$ cat config.mk
export PLATFORM = sky130hd
export DESIGN_NAME = cpr_readout
export DESIGN_NICKNAME = d
export VERILOG_FILES = /design/src/logic/cpr_pkg.sv /design/src/logic/cpr_pattern_rom.sv /design/src/logic/cpr_readout.sv
export VERILOG_INCLUDE_DIRS = /design/src /design/src/logic
export SDC_FILE = /design/constraint.sdc
export NUM_CORES = 1
export LEC_CHECK = 0
export BUFFER_PORTS_ARGS = -buffer_cell sky130_fd_sc_hd__buf_2
export CORE_ASPECT_RATIO = 0.7
export CORE_MARGIN = 3
export CORE_UTILIZATION = 23
export DETAILED_ROUTE_END_ITERATION = 10
export PLACE_DENSITY = 0.44
export SKIP_LAST_GASP = 1
export SYNTH_ARGS = -nofsm -noshare
export SYNTH_HDL_FRONTEND = slang
export SYNTH_SLANG_ARGS = --single-unit
$ cat constraint.sdc
create_clock -name CORE_CLK -period 2.6 [get_ports CORE_CLK]
set_input_delay 0 -clock CORE_CLK [delete_from_list [all_inputs] [get_ports CORE_CLK]]
set_output_delay 0 -clock CORE_CLK [all_outputs]
set_load 0.005 [all_outputs]
$ cat src/logic/cpr_map.svh
`ifndef CPR_MAP_SVH
`define CPR_MAP_SVH

// bank address selecting a mode register on a mode register set
`define CPR_BA_MR0 3'h0
`define CPR_BA_MR3 3'h3
// mode_register_three fields
`define CPR_MR3_EN 2
`define CPR_MR3_LOC_HI 1
`define CPR_MR3_LOC_LO 0
// mode_register_zero burst length field and its codes
`define CPR_MR0_BL_HI 1
`define CPR_MR0_BL_LO 0
`define CPR_BL_FIX8 2'h0
`define CPR_BL_OTF 2'h1
`define CPR_BL_FIX4 2'h2
// address lines of a read command
`define CPR_A_NIB 2
`define CPR_A_AP 10
`define CPR_A_BC 12
// burst beats
`define CPR_BEAT_FIRST 3'h0
`define CPR_BEAT_HALF 3'h4
`define CPR_BEAT_MID 3'h3
`define CPR_BEAT_LAST 3'h7
// pattern contents, beat 0 in bit 0
`define CPR_PAT_LOC0 8'hAA
`define CPR_PAT_RSVD 8'h00
`define CPR_LOC_CAL 2'h0
// register offsets
`define CPR_OFS_CTRL 4'h0
`define CPR_OFS_STAT 4'h4
`define CPR_OFS_CNT 4'h8
// control register fields and reset value
`define CPR_CTRL_COPY 0
`define CPR_CTRL_WIDE 1
`define CPR_CTRL_RL_HI 7
`define CPR_CTRL_RL_LO 4
`define CPR_CTRL_RST 8'h51
// bus responses
`define CPR_RESP_OKAY 2'h0
`define CPR_RESP_DECERR 2'h3

`endif

$ cat src/logic/cpr_pkg.sv
package cpr_pkg;

  typedef enum logic [2:0] {
    CMD_NOP = 3'h0,
    CMD_MRS = 3'h1,
    CMD_READ = 3'h2,
    CMD_WRITE = 3'h3,
    CMD_OTHER = 3'h4
  } cpr_cmd_t;

  typedef enum logic [1:0] {
    ST_IDLE = 2'h0,
    ST_WAIT = 2'h1,
    ST_BURST = 2'h3
  } cpr_state_t;

endpackage : cpr_pkg

$ cat src/logic/cpr_pattern_rom.sv
`timescale 1ns/100ps
`include "cpr_map.svh"

module cpr_pattern_rom (
  input wire logic clk,
  input wire logic rst_n,
  input wire logic [1:0] loc,
  output logic [7:0] pat
);

  logic [7:0] pat_r;
  logic [7:0] pat_nxt;

  always_comb begin
    case (loc)
      `CPR_LOC_CAL: pat_nxt = `CPR_PAT_LOC0;
      default: pat_nxt = `CPR_PAT_RSVD;
    endcase
  end

  always_ff @(posedge clk or negedge rst_n) begin
    if (!rst_n) begin
      pat_r <= `CPR_PAT_RSVD;
    end else begin
      pat_r <= pat_nxt;
    end
  end

  assign pat = pat_r;

endmodule : cpr_pattern_rom

$ cat src/logic/cpr_readout.sv
// What this block does and what its controller must do
// mode register set to register three with A2 high enters pattern mode.
// controller idles and precharges all banks before enabling pattern mode.
// in pattern mode every read is served from the pattern register.
// register three bits one and zero pick the pattern location.
// controller issues only reads until register three A2 returns to zero.
// read with auto precharge acts as a plain read, no precharge.
// no power-down, self-refresh or non-read command in pattern mode.
// asynchronous reset still works while pattern mode is on.
// enable bit zero ignores location and sends accesses to the array.
// eight-bit part puts pattern on line zero, others copy or zero.
// sixteen-bit part puts pattern on bit zero of both lanes.
// pattern reads ignore bank bits and column bits nine to three.
// controller drives column bits one and zero as zero.
// eight-beat pattern bursts come out in fixed order zero to seven.
// burst chop gives beats zero-three for A2 low, four-seven high.
// A12 picks burst chop on the fly when register zero allows.
// pattern reads use the same latency and timing as array reads.
// controller waits for the delay-locked loop before pattern reads.
// beat zero is the pattern's lowest bit, beat seven its highest.
// location zero returns alternating zero and one on each beat.
// controller uses only location zero, others are reserved.
// controller selects register three with BA1 and BA0 high, BA2 low.
`timescale 1ns/100ps
`include "cpr_map.svh"

module cpr_readout #(
  parameter int ADDR_W = 16
) (
  input wire logic CORE_CLK,
  input wire logic RST_N,
  input wire logic CMD_CS_N,
  input wire logic CMD_RAS_N,
  input wire logic CMD_CAS_N,
  input wire logic CMD_WE_N,
  input wire logic [2:0] CMD_BA,
  input wire logic [ADDR_W-1:0] CMD_ADDR,
  input wire logic [15:0] ARRAY_RDATA,
  output logic ARRAY_RD_REQ,
  output logic ARRAY_WR_REQ,
  output logic ARRAY_AP,
  output logic [2:0] ARRAY_BA,
  output logic [ADDR_W-1:0] ARRAY_ADDR,
  output logic [15:0] DQ_OUT,
  output logic [1:0] DQ_OE,
  input wire logic AXI_AWVALID,
  output logic AXI_AWREADY,
  input wire logic [3:0] AXI_AWADDR,
  input wire logic AXI_WVALID,
  output logic AXI_WREADY,
  input wire logic [31:0] AXI_WDATA,
  input wire logic [3:0] AXI_WSTRB,
  output logic AXI_BVALID,
  input wire logic AXI_BREADY,
  output logic [1:0] AXI_BRESP,
  input wire logic AXI_ARVALID,
  output logic AXI_ARREADY,
  input wire logic [3:0] AXI_ARADDR,
  output logic AXI_RVALID,
  input wire logic AXI_RREADY,
  output logic [31:0] AXI_RDATA,
  output logic [1:0] AXI_RRESP
);

  initial begin
    if (ADDR_W < 13 || ADDR_W > 16) begin
      $error("ADDR_W must lie between 13 and 16");
    end
  end

  function automatic cpr_pkg::cpr_cmd_t decode(input logic cs_n,
      input logic ras_n, input logic cas_n, input logic we_n);
    if (cs_n) begin
      decode = cpr_pkg::CMD_NOP;
    end else begin
      case ({ras_n, cas_n, we_n})
        3'h0: decode = cpr_pkg::CMD_MRS;
        3'h5: decode = cpr_pkg::CMD_READ;
        3'h4: decode = cpr_pkg::CMD_WRITE;
        3'h7: decode = cpr_pkg::CMD_NOP;
        default: decode = cpr_pkg::CMD_OTHER;
      endcase
    end
  endfunction : decode

  function automatic logic is_chop(input logic [1:0] bl, input logic a12);
    is_chop = (bl == `CPR_BL_FIX4) || ((bl == `CPR_BL_OTF) && !a12);
  endfunction : is_chop

  cpr_pkg::cpr_cmd_t cmd;
  logic chop;
  logic [7:0] pat;

  // mode registers
  logic pmode_r, pmode_nxt;
  logic [1:0] loc_r, loc_nxt;
  logic [1:0] bl_r, bl_nxt;

  // burst engine
  cpr_pkg::cpr_state_t state_r, state_nxt;
  logic [3:0] lat_r, lat_nxt;
  logic [2:0] beat_r, beat_nxt;
  logic [2:0] end_r, end_nxt;
  logic src_pat_r, src_pat_nxt;
  logic [15:0] cnt_r, cnt_nxt;

  // command outputs and data outputs
  logic rd_req_r, rd_req_nxt, wr_req_r, wr_req_nxt, ap_r, ap_nxt;
  logic [2:0] ba_r, ba_nxt;
  logic [ADDR_W-1:0] addr_r, addr_nxt;
  logic [15:0] dq_r, dq_nxt;
  logic [1:0] oe_r, oe_nxt;
  logic dq_pat_r, dq_pat_nxt;
  logic [2:0] dq_beat_r, dq_beat_nxt;

  // register bus
  logic [7:0] ctrl_r, ctrl_nxt;
  logic aw_have_r, aw_have_nxt, w_have_r, w_have_nxt;
  logic [3:0] aw_addr_r, aw_addr_nxt;
  logic [31:0] w_data_r, w_data_nxt;
  logic [3:0] w_strb_r, w_strb_nxt;
  logic awready_r, awready_nxt, wready_r, wready_nxt;
  logic bvalid_r, bvalid_nxt, arready_r, arready_nxt, rvalid_r, rvalid_nxt;
  logic [1:0] bresp_r, bresp_nxt, rresp_r, rresp_nxt;
  logic [31:0] rdata_r, rdata_nxt;

  assign cmd = decode(CMD_CS_N, CMD_RAS_N, CMD_CAS_N, CMD_WE_N);
  // chop on the fly
  assign chop = is_chop(bl_r, CMD_ADDR[`CPR_A_BC]);

  cpr_pattern_rom u_rom (
    .clk(CORE_CLK),
    .rst_n(RST_N),
    .loc(loc_r),
    .pat(pat)
  );

  always_comb begin
    pmode_nxt = pmode_r;
    loc_nxt = loc_r;
    bl_nxt = bl_r;
    if (cmd == cpr_pkg::CMD_MRS && CMD_BA == `CPR_BA_MR3) begin
      // enable bit sets mode
      pmode_nxt = CMD_ADDR[`CPR_MR3_EN];
      // location field
      loc_nxt = CMD_ADDR[`CPR_MR3_LOC_HI:`CPR_MR3_LOC_LO];
    end
    if (cmd == cpr_pkg::CMD_MRS && CMD_BA == `CPR_BA_MR0) begin
      bl_nxt = CMD_ADDR[`CPR_MR0_BL_HI:`CPR_MR0_BL_LO];
    end
  end

  always_comb begin
    state_nxt = state_r;
    lat_nxt = lat_r;
    beat_nxt = beat_r;
    end_nxt = end_r;
    src_pat_nxt = src_pat_r;
    cnt_nxt = cnt_r;
    rd_req_nxt = 1'b0;
    wr_req_nxt = 1'b0;
    ap_nxt = 1'b0;
    ba_nxt = ba_r;
    addr_nxt = addr_r;
    case (state_r)
      cpr_pkg::ST_IDLE: begin
        if (cmd == cpr_pkg::CMD_READ) begin
          state_nxt = cpr_pkg::ST_WAIT;
          // same latency for both sources
          lat_nxt = ctrl_r[`CPR_CTRL_RL_HI:`CPR_CTRL_RL_LO];
          // redirect reads to the pattern
          src_pat_nxt = pmode_r;
          // burst order by chop and A2
          if (chop && CMD_ADDR[`CPR_A_NIB]) begin
            beat_nxt = `CPR_BEAT_HALF;
            end_nxt = `CPR_BEAT_LAST;
          end else begin
            beat_nxt = `CPR_BEAT_FIRST;
            end_nxt = chop ? `CPR_BEAT_MID : `CPR_BEAT_LAST;
          end
          if (pmode_r) begin
            // address and precharge ignored
            cnt_nxt = cnt_r + 16'h1;
          end else begin
            // normal array read
            rd_req_nxt = 1'b1;
            ap_nxt = CMD_ADDR[`CPR_A_AP];
            ba_nxt = CMD_BA;
            addr_nxt = CMD_ADDR;
          end
        end
      end
      cpr_pkg::ST_WAIT: begin
        lat_nxt = lat_r - 4'h1;
        if (lat_r <= 4'h1) begin
          state_nxt = cpr_pkg::ST_BURST;
        end
      end
      cpr_pkg::ST_BURST: begin
        if (beat_r == end_r) begin
          state_nxt = cpr_pkg::ST_IDLE;
        end else begin
          beat_nxt = beat_r + 3'h1;
        end
      end
      default: state_nxt = cpr_pkg::ST_IDLE;
    endcase
    // writes reach the array only in normal mode
    if (cmd == cpr_pkg::CMD_WRITE && !pmode_r) begin
      wr_req_nxt = 1'b1;
      ap_nxt = CMD_ADDR[`CPR_A_AP];
      ba_nxt = CMD_BA;
      addr_nxt = CMD_ADDR;
    end
  end

  always_comb begin
    dq_nxt = 16'h0000;
    oe_nxt = 2'h0;
    dq_pat_nxt = 1'b0;
    dq_beat_nxt = beat_r;
    if (state_r == cpr_pkg::ST_BURST) begin
      dq_pat_nxt = src_pat_r;
      if (src_pat_r) begin
        // beat selects pattern bit
        // line zero carries it, others copy or zero
        dq_nxt[7:0] = ctrl_r[`CPR_CTRL_COPY] ? {8{pat[beat_r]}}
                                              : {7'h00, pat[beat_r]};
        // upper lane mirrors lower lane
        if (ctrl_r[`CPR_CTRL_WIDE]) begin
          dq_nxt[15:8] = dq_nxt[7:0];
        end
      end else begin
        dq_nxt = ARRAY_RDATA;
        if (!ctrl_r[`CPR_CTRL_WIDE]) begin
          dq_nxt[15:8] = 8'h00;
        end
      end
      oe_nxt = {ctrl_r[`CPR_CTRL_WIDE], 1'b1};
    end
  end

  always_comb begin
    ctrl_nxt = ctrl_r;
    aw_have_nxt = aw_have_r | (AXI_AWVALID & awready_r);
    aw_addr_nxt = (AXI_AWVALID & awready_r) ? AXI_AWADDR : aw_addr_r;
    w_have_nxt = w_have_r | (AXI_WVALID & wready_r);
    w_data_nxt = (AXI_WVALID & wready_r) ? AXI_WDATA : w_data_r;
    w_strb_nxt = (AXI_WVALID & wready_r) ? AXI_WSTRB : w_strb_r;
    bvalid_nxt = bvalid_r & ~AXI_BREADY;
    bresp_nxt = bresp_r;
    if (aw_have_nxt && w_have_nxt && !bvalid_r) begin
      aw_have_nxt = 1'b0;
      w_have_nxt = 1'b0;
      bvalid_nxt = 1'b1;
      bresp_nxt = `CPR_RESP_OKAY;
      case (aw_addr_nxt)
        `CPR_OFS_CTRL: begin
          if (w_strb_nxt[0]) begin
            ctrl_nxt = w_data_nxt[7:0];
          end
        end
        `CPR_OFS_STAT, `CPR_OFS_CNT: bresp_nxt = `CPR_RESP_OKAY;
        default: bresp_nxt = `CPR_RESP_DECERR;
      endcase
    end
    awready_nxt = !aw_have_nxt && !bvalid_nxt;
    wready_nxt = !w_have_nxt && !bvalid_nxt;
    arready_nxt = arready_r;
    rvalid_nxt = rvalid_r;
    rdata_nxt = rdata_r;
    rresp_nxt = rresp_r;
    if (rvalid_r && AXI_RREADY) begin
      rvalid_nxt = 1'b0;
      arready_nxt = 1'b1;
    end
    if (arready_r && AXI_ARVALID) begin
      rvalid_nxt = 1'b1;
      arready_nxt = 1'b0;
      rresp_nxt = `CPR_RESP_OKAY;
      case (AXI_ARADDR)
        `CPR_OFS_CTRL: rdata_nxt = {24'h000000, ctrl_r};
        `CPR_OFS_STAT: rdata_nxt = {26'h0000000, state_r != cpr_pkg::ST_IDLE,
                                    bl_r, loc_r, pmode_r};
        `CPR_OFS_CNT: rdata_nxt = {16'h0000, cnt_r};
        default: begin
          rdata_nxt = 32'h00000000;
          rresp_nxt = `CPR_RESP_DECERR;
        end
      endcase
    end
  end

  // reset clears the mode at any time
  always_ff @(posedge CORE_CLK or negedge RST_N) begin
    if (!RST_N) begin
      pmode_r <= 1'b0;
      loc_r <= 2'h0;
      bl_r <= `CPR_BL_FIX8;
      state_r <= cpr_pkg::ST_IDLE;
      lat_r <= 4'h0;
      beat_r <= `CPR_BEAT_FIRST;
      end_r <= `CPR_BEAT_LAST;
      src_pat_r <= 1'b0;
      cnt_r <= 16'h0000;
      rd_req_r <= 1'b0;
      wr_req_r <= 1'b0;
      ap_r <= 1'b0;
      ba_r <= 3'h0;
      addr_r <= '0;
      dq_r <= 16'h0000;
      oe_r <= 2'h0;
      dq_pat_r <= 1'b0;
      dq_beat_r <= `CPR_BEAT_FIRST;
      ctrl_r <= `CPR_CTRL_RST;
      aw_have_r <= 1'b0;
      aw_addr_r <= 4'h0;
      w_have_r <= 1'b0;
      w_data_r <= 32'h00000000;
      w_strb_r <= 4'h0;
      awready_r <= 1'b1;
      wready_r <= 1'b1;
      bvalid_r <= 1'b0;
      bresp_r <= `CPR_RESP_OKAY;
      arready_r <= 1'b1;
      rvalid_r <= 1'b0;
      rdata_r <= 32'h00000000;
      rresp_r <= `CPR_RESP_OKAY;
    end else begin
      pmode_r <= pmode_nxt;
      loc_r <= loc_nxt;
      bl_r <= bl_nxt;
      state_r <= state_nxt;
      lat_r <= lat_nxt;
      beat_r <= beat_nxt;
      end_r <= end_nxt;
      src_pat_r <= src_pat_nxt;
      cnt_r <= cnt_nxt;
      rd_req_r <= rd_req_nxt;
      wr_req_r <= wr_req_nxt;
      ap_r <= ap_nxt;
      ba_r <= ba_nxt;
      addr_r <= addr_nxt;
      dq_r <= dq_nxt;
      oe_r <= oe_nxt;
      dq_pat_r <= dq_pat_nxt;
      dq_beat_r <= dq_beat_nxt;
      ctrl_r <= ctrl_nxt;
      aw_have_r <= aw_have_nxt;
      aw_addr_r <= aw_addr_nxt;
      w_have_r <= w_have_nxt;
      w_data_r <= w_data_nxt;
      w_strb_r <= w_strb_nxt;
      awready_r <= awready_nxt;
      wready_r <= wready_nxt;
      bvalid_r <= bvalid_nxt;
      bresp_r <= bresp_nxt;
      arready_r <= arready_nxt;
      rvalid_r <= rvalid_nxt;
      rdata_r <= rdata_nxt;
      rresp_r <= rresp_nxt;
    end
  end

  assign ARRAY_RD_REQ = rd_req_r;
  assign ARRAY_WR_REQ = wr_req_r;
  assign ARRAY_AP = ap_r;
  assign ARRAY_BA = ba_r;
  assign ARRAY_ADDR = addr_r;
  assign DQ_OUT = dq_r;
  assign DQ_OE = oe_r;
  assign AXI_AWREADY = awready_r;
  assign AXI_WREADY = wready_r;
  assign AXI_BVALID = bvalid_r;
  assign AXI_BRESP = bresp_r;
  assign AXI_ARREADY = arready_r;
  assign AXI_RVALID = rvalid_r;
  assign AXI_RDATA = rdata_r;
  assign AXI_RRESP = rresp_r;

  logic mr3_wr;
  logic idle_rd;
  assign mr3_wr = (cmd == cpr_pkg::CMD_MRS) && (CMD_BA == `CPR_BA_MR3);
  assign idle_rd = (cmd == cpr_pkg::CMD_READ) &&
                   (state_r == cpr_pkg::ST_IDLE);
endmodule : cpr_readout

==> results.json, run 1 <==
{
  "drc": 0,
  "seq_area_mm2": 0.00299,
  "holdWs_ps": 47.7,
  "cts_tree": "built",
  "end_kind": "flop",
  "num_vias": 3776,
  "antenna_found_initial": 0,
  "netlist_area_mm2": 0.00510,
  "slew_headroom_pct": 58.3,
  "cts_resized": 0,
  "drt-total-wl_um": 13100,
  "fill_cells": 2156,
  "track_usage_pct": 11.2,
  "hold_viol": 0,
  "grt_pass1_vias": 3835,
  "fin_crit_sh_pct": 90.9,
  "grtUsageMet2_pct": 16.2,
  "ant_nets": 0,
  "syn_inst": 417,
  "vias_per_cell": 4.19,
  "synthFlopType": "dfrtp_1",
  "gp_congestion": 0.791,
  "postCtsSetupRepairBufs": 0,
  "die_x_um": 184,
  "clock_latency_ps": 420,
  "finalClockSkew_ps": 12.1,
  "drive_gt1_share_pct": 35.7,
  "power.density_mw_per_mm2": 929,
  "p_leak_nw": 3.49,
  "r2r-end": "ctrl_r[1]$_DFFE_PN0P_",
  "yosysWarningCount": 0,
  "tightest_slew_ps": 626,
  "setup_viol": 0,
  "critPathKind": "in2reg",
  "multi_input_area_mm2": 0.00190,
  "grt_max_degree": 80,
  "area_growth_pct": 41.1,
  "rsz0062_at_grt": "no",
  "grt-busiest-layer": "met2",
  "start_kind": "primary input",
  "clock.fmax_mhz": 423,
  "cts.sinks": 119,
  "layout_common_cells": "126 x buf_2, 112 x dfrtp_1, 61 x dlygate4sd3_1",
  "finalInstanceArea_mm2": 0.00719,
  "grtUsageMet1_pct": 15.8,
  "path_clk_slew_ps": 50,
  "row_count": 44,
  "r2r.worst_path.cells": 4,
  "clockBufferDepth": 2,
  "die_y_um": 131,
  "tns_ps": 0,
  "status": "completed",
  "place_area_mm2": 0.00596,
  "fp.coreArea_mm2": 0.0213,
  "irDropWorstVdd_uv": 549,
  "drv_slew": 0,
  "critPathRequiredTime_ps": 2900,
  "cap_violations": 0,
  "grt_use_met3_pct": 3.29,
  "synth_edf_count": 0,
  "drtPass1Iterations": 4,
  "worst_hold_path.endpoint": "bl_r[0]$_DFFE_PN0P_",
  "hold_path_class": "in2reg",
  "root_buffer": "clkbuf_16",
  "synth_seq_cells": 119,
  "grt_first_pass_wirelength_um": 20700,
  "hp-start": "CMD_RAS_N",
  "yosysSeqAreaShare_pct": 58.6,
  "wire_per_inst_um": 14.5,
  "hpwl_um": 9240,
  "min_path_cells": 4,
  "h-tree-depth": 4,
  "yosys.area.top_type": "dfrtp_1",
  "io_pins": 171,
  "start_util_pct": 24.0,
  "drt_iter0_drc": 173,
  "r2r_start": "AXI_AWREADY$_DFF_PN1_",
  "ys_types": 53,
  "avgSynthCellArea_um2": 12.2,
  "overflow": 0,
  "dieArea_mm2": 0.0240,
  "worstPathArrival_ps": 2660,
  "reg2reg_slack_ps": 450,
  "crit_fanout": 20,
  "nNetsFinal": 706,
  "layout_commonest_cell": "buf_2",
  "ys_top_cells_by_area": "dfrtp_1 55%, mux2_2 9.5%, dfstp_2 3.6%",
  "min_period_ps": 2360,
  "cts_hold_buf": 61,
  "synth_top_cell_area_share_pct": 55.0,
  "cts_made_buffers": 17,
  "numPortBuffers": 127,
  "antenna_cells": 0,
  "async_reset_ff_share_pct": 100
}
[worst max-delay path by stage]
stage	from	to	slack, ps	cells after the start
finish	CMD_WE_N	ARRAY_ADDR[5]$_DFFE_PN0P_	240	8
detailed placement	AXI_AWREADY$_DFF_PN1_	ctrl_r[1]$_DFFE_PN0P_	430	4
CTS	CMD_WE_N	ARRAY_ADDR[5]$_DFFE_PN0P_	290	8
global placement	AXI_AWREADY$_DFF_PN1_	ctrl_r[1]$_DFFE_PN0P_	460	4
global route	CMD_WE_N	ARRAY_ADDR[9]$_DFFE_PN0P_	170	8
floorplan	AXI_AWREADY$_DFF_PN1_	ctrl_r[1]$_DFFE_PN0P_	750	5
[metal layers]
metal | vias up | share of wire (%)
li1 | 1837 | -
met1 | 1813 | 51
met2 | 109 | 42
met3 | 17 | 5.4
met4 | 0 | 1.4
met5 | - | 0
[state kept, by name (all words and copies together) (netlist names), 2 cells and up]
| name | count |
|---|---|
| lat_r | 4 |
| DQ_OUT | 16 |
| beat_r | 3 |
| ARRAY_BA | 3 |
| bl_r | 2 |
| state_r | 2 |
| DQ_OE | 2 |
| aw_addr_r | 4 |
| w_data_r | 8 |
| AXI_RDATA | 16 |
| ctrl_r | 8 |
| ARRAY_ADDR | 16 |
| cnt_r | 16 |
| loc_r | 2 |
[per-stage QoR]
| stage | power (mW) | util [%] | std cells | worst slack [ps] |
|---|---|---|---|---|
| floorplan | 3.61 | - | 432 | 748 |
| global placement | 4.16 | 28.0 | 808 | 462 |
| detailed placement | 4.21 | 28.0 | 808 | 434 |
| CTS | 6.81 | 33.8 | 901 | 293 |
| global route | 7.14 | 33.8 | 901 | 166 |
| finish | 6.68 | 33.8 | 901 | 237 |
[cells in the mapped netlist, types with 3 or more instances]
cell / count
a211oi_1: 3
a21boi_0: 3
a21o_1: 3
a21oi_1: 15
a22o_1: 14
buf_2: 3
buf_4: 18
buf_6: 4
clkbuf_1: 6
dfrtp_1: 112
dfstp_2: 7
ha_1: 4
inv_1: 12
mux2_2: 43
mux2i_1: 9
nand2_1: 26
nand2b_1: 3
nand3_1: 12
nor2_1: 31
nor2b_1: 5
nor3_1: 6
nor4_1: 7
o21a_1: 7
o21ai_0: 12
or3_1: 3
xnor2_1: 7
xor2_1: 9
[logic make-up after synthesis]
| group | Yosys count | synth area share [%] |
|---|---|---|
| buf+inv | 43 | 5.16 |
| flops | 119 | 58.6 |
| simple gates | 109 | 10.8 |
| xor+xnor | 16 | 2.75 |
| fa+ha+maj | 4 | 0.982 |
| mux | 53 | 11.6 |
| compound gates | 72 | 10.0 |
| other cells | 1 | 0.0736 |
[area by class of cell]
class,count,area share [%]
Clock buffer,17,5.92
Timing Repair Buffer,192,18.0
Multi-Input combinational cell,270,26.5
Clock inverter,15,2.70
Inverter,12,0.626
Sequential cell,119,41.5
Tap cell,276,4.80
[worst max-delay path, cell delays in order]
cell and delay [ps]:
dlygate4sd3_1 540, buf_2 130, or3_1 380, dlygate4sd3_1 590, nor3b_2 210, o21bai_2 140
buf_4 290, mux2_2 370
[power breakdown]
group | switching, mW | internal (mW)
clock | 0.923 | 1.53
combinational | 0.698 | 0.801
sequential | 0.360 | 2.36
total | 1.98 | 4.70
Note: power is estimated with default switching activity, not from simulation.
==> run 2, diff against run 1 <==
--- a/config.mk
+++ b/config.mk
@@ -8,7 +8,6 @@
 export LEC_CHECK = 0
 export BUFFER_PORTS_ARGS = -buffer_cell sky130_fd_sc_hd__buf_2
 export CORE_ASPECT_RATIO = 0.7
-export CORE_MARGIN = 3
 export CORE_UTILIZATION = 23
 export DETAILED_ROUTE_END_ITERATION = 10
 export PLACE_DENSITY = 0.44
==> results.json, run 2 (synthesis gave the netlist of run 1 again) <==
{
  "cap_violations": 0,
  "fp.coreArea_mm2": 0.0217,
  "start_util_pct": 23.5,
  "drc": 11,
  "reg2reg_slack_ps": 460,
  "crit_buf_inv": 4,
  "fill_cells": 2221,
  "hp-start": "AXI_ARADDR[3]",
  "drive_gt1_share_pct": 35.8,
  "layoutNonFillerInstCount": 910,
  "setup_viol": 0,
  "layout_commonest_cell": "buf_2",
  "cts_made_buffers": 17,
  "fin_crit_sh_pct": 83.8,
  "h-tree-depth": 4,
  "worst_hold_path.endpoint": "AXI_RDATA[7]$_DFFE_PN0P_",
  "power.density_mw_per_mm2": 902,
  "drv_slew": 0,
  "critPathRequiredTime_ps": 2890,
  "antenna_found_initial": 0,
  "path_cells": "dlygate4sd3_1, buf_2, or3_1, dlygate4sd3_1, nor3b_2, o21bai_2, buf_4, mux2_2",
  "grt_max_degree": 52,
  "finalInstanceArea_mm2": 0.00716,
  "ant_nets": 0,
  "crit_cells": 8,
  "clockBufferDepth": 2,
  "vias_per_cell": 4.21,
  "final_core_util_pct": 33.0,
  "drt-total-wl_um": 12400,
  "hold_path_class": "in2reg",
  "wire_per_inst_um": 13.7,
  "min_period_ps": 2180,
  "crit_fanout": 10,
  "r2r_start": "AXI_AWREADY$_DFF_PN1_",
  "gp_congestion": 0.786,
  "slew_headroom_pct": 53.9,
  "place_area_mm2": 0.00598,
  "finalClockSkew_ps": 10.8,
  "grt_pass1_vias": 3841,
  "drtPass1Iterations": 9,
  "hpwl_um": 8980,
  "irDropWorstVdd_uv": 523,
  "end_kind": "flop",
  "r2r-end": "ctrl_r[5]$_DFFE_PN0P_",
  "critPathKind": "in2reg",
  "p_leak_nw": 3.48,
  "hold_viol": 0,
  "path_clk_slew_ps": 60,
  "overflow": 0,
  "grt_first_pass_wirelength_um": 20500,
  "min_path_cells": 3,
  "drt_iter0_drc": 172,
  "setup_ws_ps": 422,
  "status": "complete, but fails checks",
  "cp_slowest_cell": "dlygate4sd3_1",
  "r2r.worst_path.cells": 4,
  "io_pins": 171,
  "cts.sinks": 119,
  "die_x_um": 180,
  "slowest_delay_ps": 580,
  "worstPathArrival_ps": 2470,
  "row_count": 45,
  "finalPower_mw": 6.46,
  "dp.cells": 817,
  "rsz0062_at_grt": "no",
  "holdWs_ps": 98.1,
  "die_y_um": 127,
  "tns_ps": 0,
  "clock_latency_ps": 420,
  "dieArea_mm2": 0.0228,
  "num_vias": 3827,
  "cts_tree": "built",
  "antenna_cells": 0,
  "numPortBuffers": 127,
  "area_growth_pct": 40.4,
  "nNetsFinal": 709,
  "start_kind": "primary input",
  "clock.fmax_mhz": 459,
  "cpMostUsedCell": "dlygate4sd3_1",
  "pre_cts_slack_ps": 409,
  "root_buffer": "clkbuf_16",
  "timing.critical_path.max_delay_family": "buffers and inverters",
  "track_usage_pct": 11.6,
  "layout_common_cells": "126 x buf_2, 112 x dfrtp_1, 61 x dlygate4sd3_1",
  "violations": "design-rule violations",
  "tightest_slew_ps": 691
}
run 2: metal layers:
| layer | track usage [%] | wire [um] | share of wire (%) | vias to the layer above |
|---|---|---|---|---|
| met1 | 15.9 | 6290 | 51 | 1877 |
| li1 | - | - | - | 1845 |
| met2 | 17.1 | 5420 | 44 | 96 |
| met4 | 4.11 | 104 | 0.84 | 0 |
| met3 | 3.65 | 637 | 5.1 | 9 |
| met5 | 0 | 0 | 0 | - |
run 2: worst max-delay path by stage:
stage / start / endpoint / slack (ps)
6_report: CMD_CS_N / ARRAY_ADDR[8]$_DFFE_PN0P_ / 420
2_1_floorplan: AXI_AWREADY$_DFF_PN1_ / ctrl_r[1]$_DFFE_PN0P_ / 750
4_1_cts: AXI_AWREADY$_DFF_PN1_ / ctrl_r[2]$_DFFE_PN0P_ / 410
5_1_grt: AXI_ARREADY$_DFFE_PN1P_ / AXI_RDATA[1]$_DFFE_PN0P_ / 310
3_5_place_dp: AXI_AWREADY$_DFF_PN1_ / ctrl_r[2]$_DFFE_PN0P_ / 410
3_3_place_gp: AXI_AWREADY$_DFF_PN1_ / ctrl_r[1]$_DFFE_PN0P_ / 430
run 2: report_power, final:
group | switching [mW] | leakage [nW] | total, mW | internal, mW
registers | 0.354 | 1.51 | 2.72 | 2.36
logic | 0.687 | 1.69 | 1.49 | 0.804
clock network | 0.911 | 0.277 | 2.25 | 1.34
total | 1.95 | 3.48 | 6.46 | 4.51
run 2: what timing repair did:
| item | in CTS | in global routing |
|---|---|---|
| resized for setup | 0 | 0 |
| hold buffers | 61 | 0 |
| hold endpoints to repair | 123 | 0 |
| setup buffers | 0 | 0 |
run 2: area by class of cell:
| class | count | area, um^2 | share of cell area (%) |
|---|---|---|---|
| sequential | 119 | 2990 | 41.7 |
| multi-input combinational | 270 | 1900 | 26.6 |
| timing repair buffer | 195 | 1300 | 18.2 |
| clock buffer | 18 | 429 | 6.00 |
| tap | 282 | 353 | 4.93 |
| clock inverter | 14 | 139 | 1.94 |
| inverter | 12 | 45.0 | 0.629 |
run 2: tightest hold or removal path, cell delays in order:
cell,delay (ps)
buf_2,180
mux2i_1,200
o31ai_1,80
